<file path="src/rtl/prom_prog_pkg.sv">
// constants shared by the prom programmer controller
package prom_prog_pkg;
    localparam int ADDR_W = 17;                 // prog_address_bus width
    localparam int DATA_W = 8;                  // prog_data_bus width
    localparam int PAGE_BYTES = 4;              // bytes latched per page
    localparam int PAGE_IDX_W = 2;              // low address bits selecting the byte
    localparam int MAX_TRIES = 10;              // write/verify attempts per unit
    localparam int PULSE_NS = 100000;           // 0.1 ms program pulse
    localparam int CLK_NS = 20;                 // 50 MHz clock period
    localparam int PULSE_CYC = PULSE_NS / CLK_NS;
    localparam int SETUP_CYC = 2;               // settle time around strobes
    localparam int SAMPLE_CYC = 4;              // read access wait (covers sync delay)
    localparam logic [DATA_W-1:0] ERASED = 8'hff;
    typedef enum logic [1:0] {
        OP_READ,
        OP_BYTE,
        OP_PAGE
    } op_t;
endpackage

</file>
<file path="src/rtl/prom_programmer.sv">
// programmer that drives the prom programming port of the microcontroller
`timescale 1ns/1ps
`default_nettype none
module prom_programmer
    import prom_prog_pkg::*;
#(
    parameter int PULSE_CYCLES = PULSE_CYC,
    parameter int TRIES = MAX_TRIES
) (
    input wire logic clk,
    input wire logic sys_rst,
    // user command side
    input wire logic cmd_valid,
    output logic cmd_ready,
    input wire op_t cmd_op,
    input wire logic [ADDR_W-1:0] cmd_addr,
    input wire logic [PAGE_BYTES*DATA_W-1:0] cmd_data,
    output logic rsp_valid,
    output logic rsp_fail,
    output logic rsp_blank,
    output logic [PAGE_BYTES*DATA_W-1:0] rsp_data,
    output logic [3:0] rsp_tries,
    // device pins
    output logic dev_reset_n,
    output logic vpp_high,
    output logic chip_enable_n,
    output logic output_enable_n,
    output logic program_pulse_n,
    output logic [ADDR_W-1:0] prog_address_bus,
    input wire logic [DATA_W-1:0] prog_data_bus_in,
    output logic [DATA_W-1:0] prog_data_bus_out,
    output logic prog_data_bus_oe_n
);
    typedef enum logic [3:0] {
        ST_IDLE,
        ST_LATCH_SET,
        ST_LATCH_STB,
        ST_ARM,
        ST_PULSE,
        ST_RECOVER,
        ST_VER_SET,
        ST_VER_WAIT,
        ST_READ_WAIT,
        ST_DONE
    } state_t;

    localparam int TIM_W = 16;
    // the timer holds a state one cycle past its load value
    localparam logic [TIM_W-1:0] T_PULSE = TIM_W'(PULSE_CYCLES - 1);
    localparam logic [TIM_W-1:0] T_SETUP = TIM_W'(SETUP_CYC);
    localparam logic [TIM_W-1:0] T_SAMPLE = TIM_W'(SAMPLE_CYC);

    state_t state, next_state;
    op_t op, next_op;
    logic [ADDR_W-1:0] base, next_base;
    logic [PAGE_BYTES*DATA_W-1:0] wdata, next_wdata;
    logic [PAGE_BYTES*DATA_W-1:0] rdata, next_rdata;
    logic [PAGE_IDX_W-1:0] idx, next_idx;
    logic [3:0] tries, next_tries;
    logic busy_pins, next_busy_pins;
    logic ce_n, next_ce_n, oe_n, next_oe_n, pgm_n, next_pgm_n, drive, next_drive;
    logic [ADDR_W-1:0] addr_q, next_addr_q;
    logic [DATA_W-1:0] dout, next_dout;
    logic done_v, next_done_v, fail, next_fail;
    logic tim_load;
    logic [TIM_W-1:0] tim_val;
    logic tim_done;
    logic [DATA_W-1:0] din_meta, din_sync;

    // select one byte lane of a page word
    function automatic logic [DATA_W-1:0] lane(input logic [PAGE_BYTES*DATA_W-1:0] w,
                                               input logic [PAGE_IDX_W-1:0] i);
        lane = w[i*DATA_W +: DATA_W];
    endfunction

    // last byte index of the current operation
    function automatic logic [PAGE_IDX_W-1:0] last_idx(input op_t o);
        last_idx = (o == OP_PAGE) ? PAGE_IDX_W'(PAGE_BYTES - 1) : '0;
    endfunction

    // ---------------------------------------------------------------
    // input synchroniser
    // ---------------------------------------------------------------
    // data pins come from the device, not from our clock domain
    always_ff @(posedge clk) begin
        if (sys_rst) begin
            din_meta <= '0;
            din_sync <= '0;
        end else begin
            din_meta <= prog_data_bus_in;
            din_sync <= din_meta;
        end
    end

    strobe_timer #(.CNT_W(TIM_W)) u_timer (
        .clk(clk),
        .sys_rst(sys_rst),
        .load(tim_load),
        .load_val(tim_val),
        .done(tim_done)
    );

    // ---------------------------------------------------------------
    // sequencer
    // ---------------------------------------------------------------
    // one transition per timer expiry keeps pin changes well separated
    always_comb begin
        next_state = state;
        next_op = op;
        next_base = base;
        next_wdata = wdata;
        next_rdata = rdata;
        next_idx = idx;
        next_tries = tries;
        next_busy_pins = busy_pins;
        next_ce_n = ce_n;
        next_oe_n = oe_n;
        next_pgm_n = pgm_n;
        next_drive = drive;
        next_addr_q = addr_q;
        next_dout = dout;
        next_done_v = 1'b0;
        next_fail = fail;
        tim_load = 1'b0;
        tim_val = T_SETUP;
        case (state)
            ST_IDLE: begin
                // standby between commands: ce high floats the device
                next_ce_n = 1'b1;
                next_oe_n = 1'b1;
                next_pgm_n = 1'b1;
                next_drive = 1'b0;
                if (cmd_valid) begin
                    next_op = cmd_op;
                    // pages are aligned; low bits index the byte
                    next_base = (cmd_op == OP_PAGE) ?
                        {cmd_addr[ADDR_W-1:PAGE_IDX_W], {PAGE_IDX_W{1'b0}}} : cmd_addr;
                    next_wdata = cmd_data;
                    next_rdata = '0;
                    next_idx = '0;
                    next_tries = 4'h1;
                    next_fail = 1'b0;
                    next_busy_pins = 1'b1;
                    tim_load = 1'b1;
                    next_state = (cmd_op == OP_READ) ? ST_VER_SET : ST_LATCH_SET;
                end
            end
            ST_LATCH_SET: if (tim_done) begin
                next_addr_q = base | ADDR_W'(idx);
                next_dout = lane(wdata, idx);
                next_drive = 1'b1;
                if (op == OP_PAGE) begin
                    next_ce_n = 1'b1;
                    next_pgm_n = 1'b1;
                    tim_load = 1'b1;
                    next_state = ST_LATCH_STB;
                end else begin
                    next_ce_n = 1'b0;
                    next_oe_n = 1'b1;
                    tim_load = 1'b1;
                    next_state = ST_ARM;
                end
            end
            ST_LATCH_STB: begin
                // oe low with ce high strobes the byte into the page latch
                next_oe_n = 1'b0;
                if (tim_done) begin
                    next_oe_n = 1'b1;
                    tim_load = 1'b1;
                    if (idx == last_idx(op)) begin
                        next_idx = '0;
                        next_state = ST_ARM;
                    end else begin
                        next_idx = idx + PAGE_IDX_W'(1);
                        next_state = ST_LATCH_SET;
                    end
                end
            end
            ST_ARM: if (tim_done) begin
                // address, data and enables settle a gap before the pulse falls
                next_pgm_n = 1'b0;
                next_drive = (op != OP_PAGE);
                tim_load = 1'b1;
                tim_val = T_PULSE;
                next_state = ST_PULSE;
            end
            ST_PULSE: if (tim_done) begin
                // pulse rises alone; in byte mode data and ce are held a gap longer
                next_pgm_n = 1'b1;
                tim_load = 1'b1;
                next_state = ST_RECOVER;
            end
            ST_RECOVER: if (tim_done) begin
                next_drive = 1'b0;
                next_ce_n = 1'b1;
                next_idx = '0;
                tim_load = 1'b1;
                next_state = ST_VER_SET;
            end
            ST_VER_SET: if (tim_done) begin
                next_addr_q = base | ADDR_W'(idx);
                next_ce_n = 1'b0;
                next_oe_n = 1'b0;
                next_pgm_n = 1'b1;
                tim_load = 1'b1;
                tim_val = T_SAMPLE;
                next_state = ST_VER_WAIT;
            end
            ST_VER_WAIT: if (tim_done) begin
                // sample after the synchroniser has caught up
                next_rdata[idx*DATA_W +: DATA_W] = din_sync;
                next_oe_n = 1'b1;
                tim_load = 1'b1;
                if (idx == last_idx(op)) begin
                    next_state = ST_READ_WAIT;
                end else begin
                    next_idx = idx + PAGE_IDX_W'(1);
                    next_state = ST_VER_SET;
                end
            end
            ST_READ_WAIT: begin
                next_ce_n = 1'b1;
                if (op == OP_READ || rdata == wdata ||
                    ((op == OP_BYTE) && (lane(rdata, '0) == lane(wdata, '0)))) begin
                    next_state = ST_DONE;
                end else if (tries >= 4'(TRIES)) begin
                    next_fail = 1'b1;
                    next_state = ST_DONE;
                end else if (tim_done) begin
                    next_tries = tries + 4'h1;
                    next_idx = '0;
                    tim_load = 1'b1;
                    next_state = ST_LATCH_SET;
                end
            end
            ST_DONE: begin
                next_busy_pins = 1'b0;
                next_done_v = 1'b1;
                next_state = ST_IDLE;
            end
            default: next_state = ST_IDLE;
        endcase
    end

    always_ff @(posedge clk) begin
        if (sys_rst) begin
            state <= ST_IDLE;
            op <= OP_READ;
            base <= '0;
            wdata <= '0;
            rdata <= '0;
            idx <= '0;
            tries <= '0;
            busy_pins <= 1'b0;
            ce_n <= 1'b1;
            oe_n <= 1'b1;
            pgm_n <= 1'b1;
            drive <= 1'b0;
            addr_q <= '0;
            dout <= '0;
            done_v <= 1'b0;
            fail <= 1'b0;
        end else begin
            state <= next_state;
            op <= next_op;
            base <= next_base;
            wdata <= next_wdata;
            rdata <= next_rdata;
            idx <= next_idx;
            tries <= next_tries;
            busy_pins <= next_busy_pins;
            ce_n <= next_ce_n;
            oe_n <= next_oe_n;
            pgm_n <= next_pgm_n;
            drive <= next_drive;
            addr_q <= next_addr_q;
            dout <= next_dout;
            done_v <= next_done_v;
            fail <= next_fail;
        end
    end

    // ---------------------------------------------------------------
    // outputs
    // ---------------------------------------------------------------
    // reset is held low for the whole session so the part stays in prom mode
    assign dev_reset_n = 1'b0;
    assign vpp_high = busy_pins && (op != OP_READ);
    assign chip_enable_n = ce_n;
    assign output_enable_n = oe_n;
    assign program_pulse_n = pgm_n;
    assign prog_address_bus = addr_q;
    assign prog_data_bus_out = dout;
    assign prog_data_bus_oe_n = !drive;
    assign cmd_ready = (state == ST_IDLE);
    assign rsp_valid = done_v;
    assign rsp_fail = fail;
    assign rsp_data = rdata;
    assign rsp_tries = tries;
    // blank check only meaningful on reads
    assign rsp_blank = (lane(rdata, '0) == ERASED);
endmodule // prom_programmer
`default_nettype wire

</file>
<file path="src/rtl/strobe_timer.sv">
// down counter timing strobe and settle intervals
`timescale 1ns/1ps
`default_nettype none
module strobe_timer
    import prom_prog_pkg::*;
#(
    parameter int CNT_W = 16
) (
    input wire logic clk,
    input wire logic sys_rst,
    input wire logic load,
    input wire logic [CNT_W-1:0] load_val,
    output logic done
);
    logic [CNT_W-1:0] count;
    logic [CNT_W-1:0] next_count;

    // ---------------------------------------------------------------
    // counter
    // ---------------------------------------------------------------
    // load wins over counting so a new interval starts cleanly
    always_comb begin
        next_count = count;
        if (load) begin
            next_count = load_val;
        end else if (count != '0) begin
            next_count = count - CNT_W'(1);
        end
    end

    always_ff @(posedge clk) begin
        if (sys_rst) begin
            count <= '0;
        end else begin
            count <= next_count;
        end
    end

    // done looks at the count only: gating it with load would close a loop
    // through the sequencer, which raises load from done
    assign done = (count == '0);
endmodule // strobe_timer
`default_nettype wire

</file>
<file path="config.mk">
export PLATFORM = sky130hd
export DESIGN_NAME = prom_programmer
export DESIGN_NICKNAME = d
export VERILOG_FILES = /design/src/rtl/prom_prog_pkg.sv /design/src/rtl/prom_programmer.sv /design/src/rtl/strobe_timer.sv
export SDC_FILE = /design/constraint.sdc
export NUM_CORES = 1
export LEC_CHECK = 0
export BUFFER_PORTS_ARGS = -buffer_cell sky130_fd_sc_hd__buf_4
export CORE_AREA = 4 4 123 125
export CTS_CLUSTER_DIAMETER = 200
export DETAILED_ROUTE_END_ITERATION = 16
export DIE_AREA = 0 0 127 129
export PLACE_DENSITY = 0.82
export SYNTH_ARGS = -nofsm -noshare
export SYNTH_HDL_FRONTEND = slang
export SYNTH_HIERARCHICAL = 1
export SYNTH_SLANG_ARGS = --single-unit
</file>
<file path="constraint.sdc">
create_clock -name clk -period 9.9 [get_ports clk]
set_input_delay 0.495 -clock clk [delete_from_list [all_inputs] [get_ports clk]]
set_output_delay 0.495 -clock clk [all_outputs]
set_load 0.005 [all_outputs]
</file>
# ---- Yosys cells after proc, flatten, opt, wreduce, memory -nomap -nowiden
# Index checks and enable logic that the tools add are counted.
dict set report totals {
  elab_cells 165
  output_inout_bits 71
  register_bits 157
  input_bits 62
}
dict set report op_classes {
  n_addsub 4
  eq_ne 34
  n_bitwise 1
  mux 66
  n_reduce_logical 37
  n_shift 3
  n_lt_le_gt_ge 1
}
# cell n
set ops {}
lappend ops {{$mux 32} 2}
lappend ops {{$mux 4} 16}
lappend ops {{$pmux 32 s2} 1}
lappend ops {{$pmux 4 s9} 1}
lappend ops {{$neg 5->34} 1}
lappend ops {{$shift 8x34->32 const A} 1}
lappend ops {{$shiftx 8x34->32} 1}
lappend ops {{$bwmux 32} 1}
lappend ops {{$eq 32x32->1} 1}
lappend ops {{$mux 16} 2}
lappend ops {{$ne 2x2->1 const B} 16}
lappend ops {{$shiftx 32x6->8} 1}
lappend ops {{$pmux 13 s2} 1}
lappend ops {{$mux 2} 11}
lappend ops {{$mux 1} 19}
lappend ops {{$or 17x2->17} 1}
lappend ops {{$eq 4x3->1 const B} 4}
lappend ops {{$logic_not 16->1} 1}
lappend ops {{$reduce_bool 16->1} 1}
lappend ops {{$sub 16x1->16 const B} 1}
lappend ops {{$reduce_and 5->1} 3}
lappend ops {{$mux 13} 1}
lappend ops {{$pmux 1 s4} 3}
lappend ops {{$reduce_and 4->1} 3}
lappend ops {{other kinds (33)} 53}

# ---- Depth between registers and ports, before layout
dict set report logic_depth {
  ltp_word 6
  mapped_depth 14
  depth_no_buf 12
}

# ---- Hierarchy
# The synthesis kept the hierarchy.
# mod seq_area_each_um2 cells_per_inst area_per_inst_um2 n_inst
set modules_own_cells {}
lappend modules_own_cells {prom_programmer 2822.7 745 6198.4 1}
lappend modules_own_cells {strobe_timer 320.3 116 964.7 1}

# ---- Least setup slack after synthesis
# OpenSTA, ideal clock, no wires.
dict set report synth_path {
  path_kind {register to register}
  start {register u_timer.count[0]}
  end {register u_timer.count[7]}
  stages_incl_launch_ff 14
  setup_time_ns 0.069
  required_ns 9.831
  t_arrival_ns 3.555
  n_path_buf 2
  path_slack_ns 6.276
  synth_period_minus_slack_ns 3.624
  cell_sequence {dfxtp_1 -> inv_1 -> ha_1 -> or3b_2 -> or4_4 -> nor2_1 -> clkbuf_4 -> nand2_1 -> or3_4 -> o21ai_0 -> nor2b_1 -> clkbuf_1 -> nand2_1 -> o21ai_1}
}
dict set report synth_between {
  elab_chain_cells 6
  elab_cells_between_ends 12
  classes_between {1 x add/sub; 8 x mux; 3 x reduce/logical}
}
# element line
set synth_rtl {}
lappend synth_rtl {{start, declared} strobe_timer.sv:15} ;# logic [CNT_W-1:0] count;
lappend synth_rtl {{start signal, assigned} strobe_timer.sv:35} ;# count <= next_count;
lappend synth_rtl {{$logic_not 16->1 (*)} strobe_timer.sv:41} ;# assign done = (count == '0);
lappend synth_rtl {{named net tim_done} prom_programmer.sv:67} ;# logic tim_done;
lappend synth_rtl {{$mux 1 (*)} -}
lappend synth_rtl {{$mux 1} prom_programmer.sv:226} ;# end else if (tries >= 4'(TRIES)) begin
lappend synth_rtl {{$mux 1} prom_programmer.sv:223} ;# if (op == OP_READ || rdata == wdata ||
lappend synth_rtl {{$pmux 1 s3 (*)} prom_programmer.sv:126} ;# case (state)
lappend synth_rtl {{named net tim_load} prom_programmer.sv:65} ;# logic tim_load;
lappend synth_rtl {{$mux 16 or $reduce_bool 2->1 (tied branches)} -}
# The timed path passes the listed nets; every way through them passes the cells marked *. The select of a mux whose other input is x is not followed.
# A chain may end at the register's enable or synchronous reset.

# ---- Final worst setup path
dict set report layout_path {
  start {register u_timer.count[0]}
  end {register u_timer.count[8]}
}
# Same word-level chain as after synthesis.

==> impl_metrics.env <==
export IMPL_yosysTopAreaCell="dfxtp_1"
export IMPL_rows=43
export IMPL_clk_latency_ns=0.42
export IMPL_cts_tree="yes"
export IMPL_syn_avg_cell_area_sq_um=8.32
export IMPL_power_density_nw_per_um2=260
export IMPL_clock_sinks=157
export IMPL_synth_area_leaders="dfxtp_1 (44%), nand2_1 (10%), a21oi_1 (8.5%)"
export IMPL_grt_pass1_vias=5914
export IMPL_status="complete, no violations"
export IMPL_netSwitchingFraction_pct=37.5
export IMPL_max_stage_delay_ns=0.72
export IMPL_die_h_um=129
export IMPL_slowest_stage="nor2b_1"
export IMPL_grt_max_degree=79
export IMPL_p_leak_uw=0.00327
export IMPL_drc_errors=0
export IMPL_final_area_sq_um=8780
export IMPL_path_cells="inv_1, ha_1, or3b_2, or4_4, nor2_1, buf_4, nand2_1, or3_4, o21ai_0, buf_4, nor2b_1, nand2_1, o21ai_0"
export IMPL_grt_pass1_wl_um=30600
export IMPL_dr_pass1_iters=5
export IMPL_power_frac_clock_pct=27.4
export IMPL_synth_seq_cells=157
export IMPL_maxCapViolCount=0
export IMPL_die_w_um=127
export IMPL_synthFlopType="dfxtp_1"
export IMPL_vias_per_cell=5.58
export IMPL_antennaDiodeCount=0
export IMPL_switchingPower_uw=856
export IMPL_ys_types=72
export IMPL_cp_start_kind="flip-flop"
export IMPL_placed_cells=1136
export IMPL_postCtsSetupRepairBufs=0
export IMPL_p_seq_share_pct=37.2
export IMPL_clock_fmax_mhz=256
export IMPL_cts_htree_levels=4
export IMPL_min_period_ns=3.90
export IMPL_synthArstFlopShare_pct=0
export IMPL_finClkSkew_ns=0.00888
export IMPL_yosysMostFrequentCell="nand2_1"
export IMPL_cp_required_ns=10.25
export IMPL_rsz0062_at_grt="no"
export IMPL_p_comb_share_pct=35.5
export IMPL_postPlaceCellArea_sq_um=8200
export IMPL_synthTopCellsByCount="nand2_1 (200), dfxtp_1 (157), a21oi_1 (121)"
export IMPL_cts_resized=0
export IMPL_finalWeightedCongestion=0.952
export IMPL_area_delta_synth_final_pct=22.5
export IMPL_via_count=6514
export IMPL_internal_power_uw=1420
export IMPL_synth_top_area_share_pct=43.9
export IMPL_ant_nets=0
export IMPL_io_buffers=131
export IMPL_dp_hpwl_um=13700
export IMPL_end_kind="flip-flop"
export IMPL_min_path_type="input pin to flip-flop"
export IMPL_setup_violations=0
export IMPL_fin_crit_sh_pct=39.4
export IMPL_grt_antenna_before_repair=0
export IMPL_instances_no_fill=1168
export IMPL_setup_tns_ns=0
export IMPL_holdBufCountCts=0
export IMPL_ys_seq_area_share_pct=43.9
export IMPL_final_nets=1044
export IMPL_netlist_instances=861
export IMPL_clk_path_buf_depth=2
export IMPL_synth_area_sq_um=7160
export IMPL_drive_above_1_share_pct=20.4
export IMPL_core_sq_um=13900
export IMPL_cts_made_buffers=17
export IMPL_slew_headroom_pct=33.4
export IMPL_clk_pin_slew_ns=0.06
export IMPL_yosys_warnings=6
export IMPL_worstPathArrival_ns=4.25
export IMPL_start_util_pct=51.6
export IMPL_wire_per_inst_um=16.6
export IMPL_gr_total_overflow=0
export IMPL_grtUsageTotal_pct=23.4
export IMPL_drt_iter0_markers=724
export IMPL_cts_root_buffer="clkbuf_16"
export IMPL_vdd_drop_max_uv=157
export IMPL_synth_edf_count=0
export IMPL_cp_max_fo=17
export IMPL_die_area_sq_um=16400
export IMPL_ios=133
export IMPL_drt_wl_total_um=19300
export IMPL_worstMarginPinSlew_ns=0.990
export IMPL_hold_viol_final=0
export IMPL_slew_viol_final=0
export IMPL_crit_type="flip-flop to flip-flop"
==> worst paths after layout <==
check | from | slack [ns] | to | cells after the start
worst min-delay path | prog_data_bus_in[5] | 0.29 | din_meta[5] | 2
worst min register to register | din_meta[0] | 0.43 | din_sync[0] | 1
worst max register to register | u_timer/count[0] | 6.00 | u_timer/count[8] | 13
worst max-delay path | u_timer/count[0] | 6.00 | u_timer/count[8] | 13
==> sequential cells by signal, indices dropped and copies added (netlist names), 8 cells and up <==
name,count
base,17
din_meta,8
din_sync,8
prog_address_bus,17
prog_data_bus_out,8
rsp_data,32
u_timer/count,16
wdata,32
==> metal layers <==
metal	GRT usage (%)	up-vias	part of all wire, %
li1	-	3185	-
met1	30.2	3050	42
met2	38.4	247	48
met3	5.85	32	7.6
met4	8.20	0	2.2
met5	0	-	0
==> kinds of logic (layout without fill, tap and decap cells) <==
kind of cell,count (synthesis),after routing,share of synthesized area (%)
simple gates,378,378,26.1
xor+xnor,41,41,5.01
other cells,1,15,0.0524
flops,157,157,43.9
fa+ha+maj,7,7,1.22
buf+inv,68,181,4.35
compound gates,196,196,16.0
mux,13,13,3.39
==> power by group through the flow <==
stage / clock network, uW / registers [uW] / logic, uW
after floorplan: 0 / 793 / 675
after CTS: 634 / 844 / 803
after global routing: 664 / 860 / 897
after detailed placement: 0 / 856 / 793
final: 624 / 848 / 809
after global placement: 0 / 851 / 779
==> cell type report <==
| cell class | instances | area, sq um |
|---|---|---|
| Clock inverter | 8 | 81.3 |
| Inverter | 13 | 48.8 |
| Clock buffer | 24 | 492 |
| Multi-Input combinational cell | 650 | 3770 |
| Sequential cell | 157 | 3140 |
| Timing Repair Buffer | 136 | 1020 |
| Fill cell | 1237 | 5100 |
| Tap cell | 180 | 225 |
==> worst max-delay path, delay by kind of cell, from the launching register on <==
family | cells | cell delay (ns)
buffers and inverters | 3 | 0.54
adders and majority gates | 1 | 0.20
and+or+nand+nor | 7 | 2.57
AOI/OAI and AO/OA | 2 | 0.19
DFF | 1 | 0.33
==> per-stage QoR <==
stage | power, uW | utilization (%) | hold slack (ns) | setup WS (ns)
floorplan | 1470 | - | 0.414 | 6.28
global placement | 1630 | 59.1 | 0.428 | 6.15
detailed placement | 1650 | 59.1 | 0.425 | 6.07
CTS | 2280 | 63.2 | 0.268 | 6.05
global route | 2420 | 63.2 | 0.274 | 5.72
finish | 2280 | 63.2 | 0.285 | 6.00
==> cell usage in the layout (no fill, tap or decap), types with 14 or more instances in the layout <==
cell type,Yosys,routed
xnor2_1,40,40
nor2_1,26,26
nand2_1,200,200
buf_4,5,136
nor2b_1,19,19
nand2b_1,20,20
conb_1,1,15
dfxtp_1,157,157
nand4_1,14,14
nor3_1,15,15
clkbuf_16,0,17
o21ai_0,17,17
nand3_1,43,43
a21oi_1,121,121
Power figures use the tool's default switching activity.
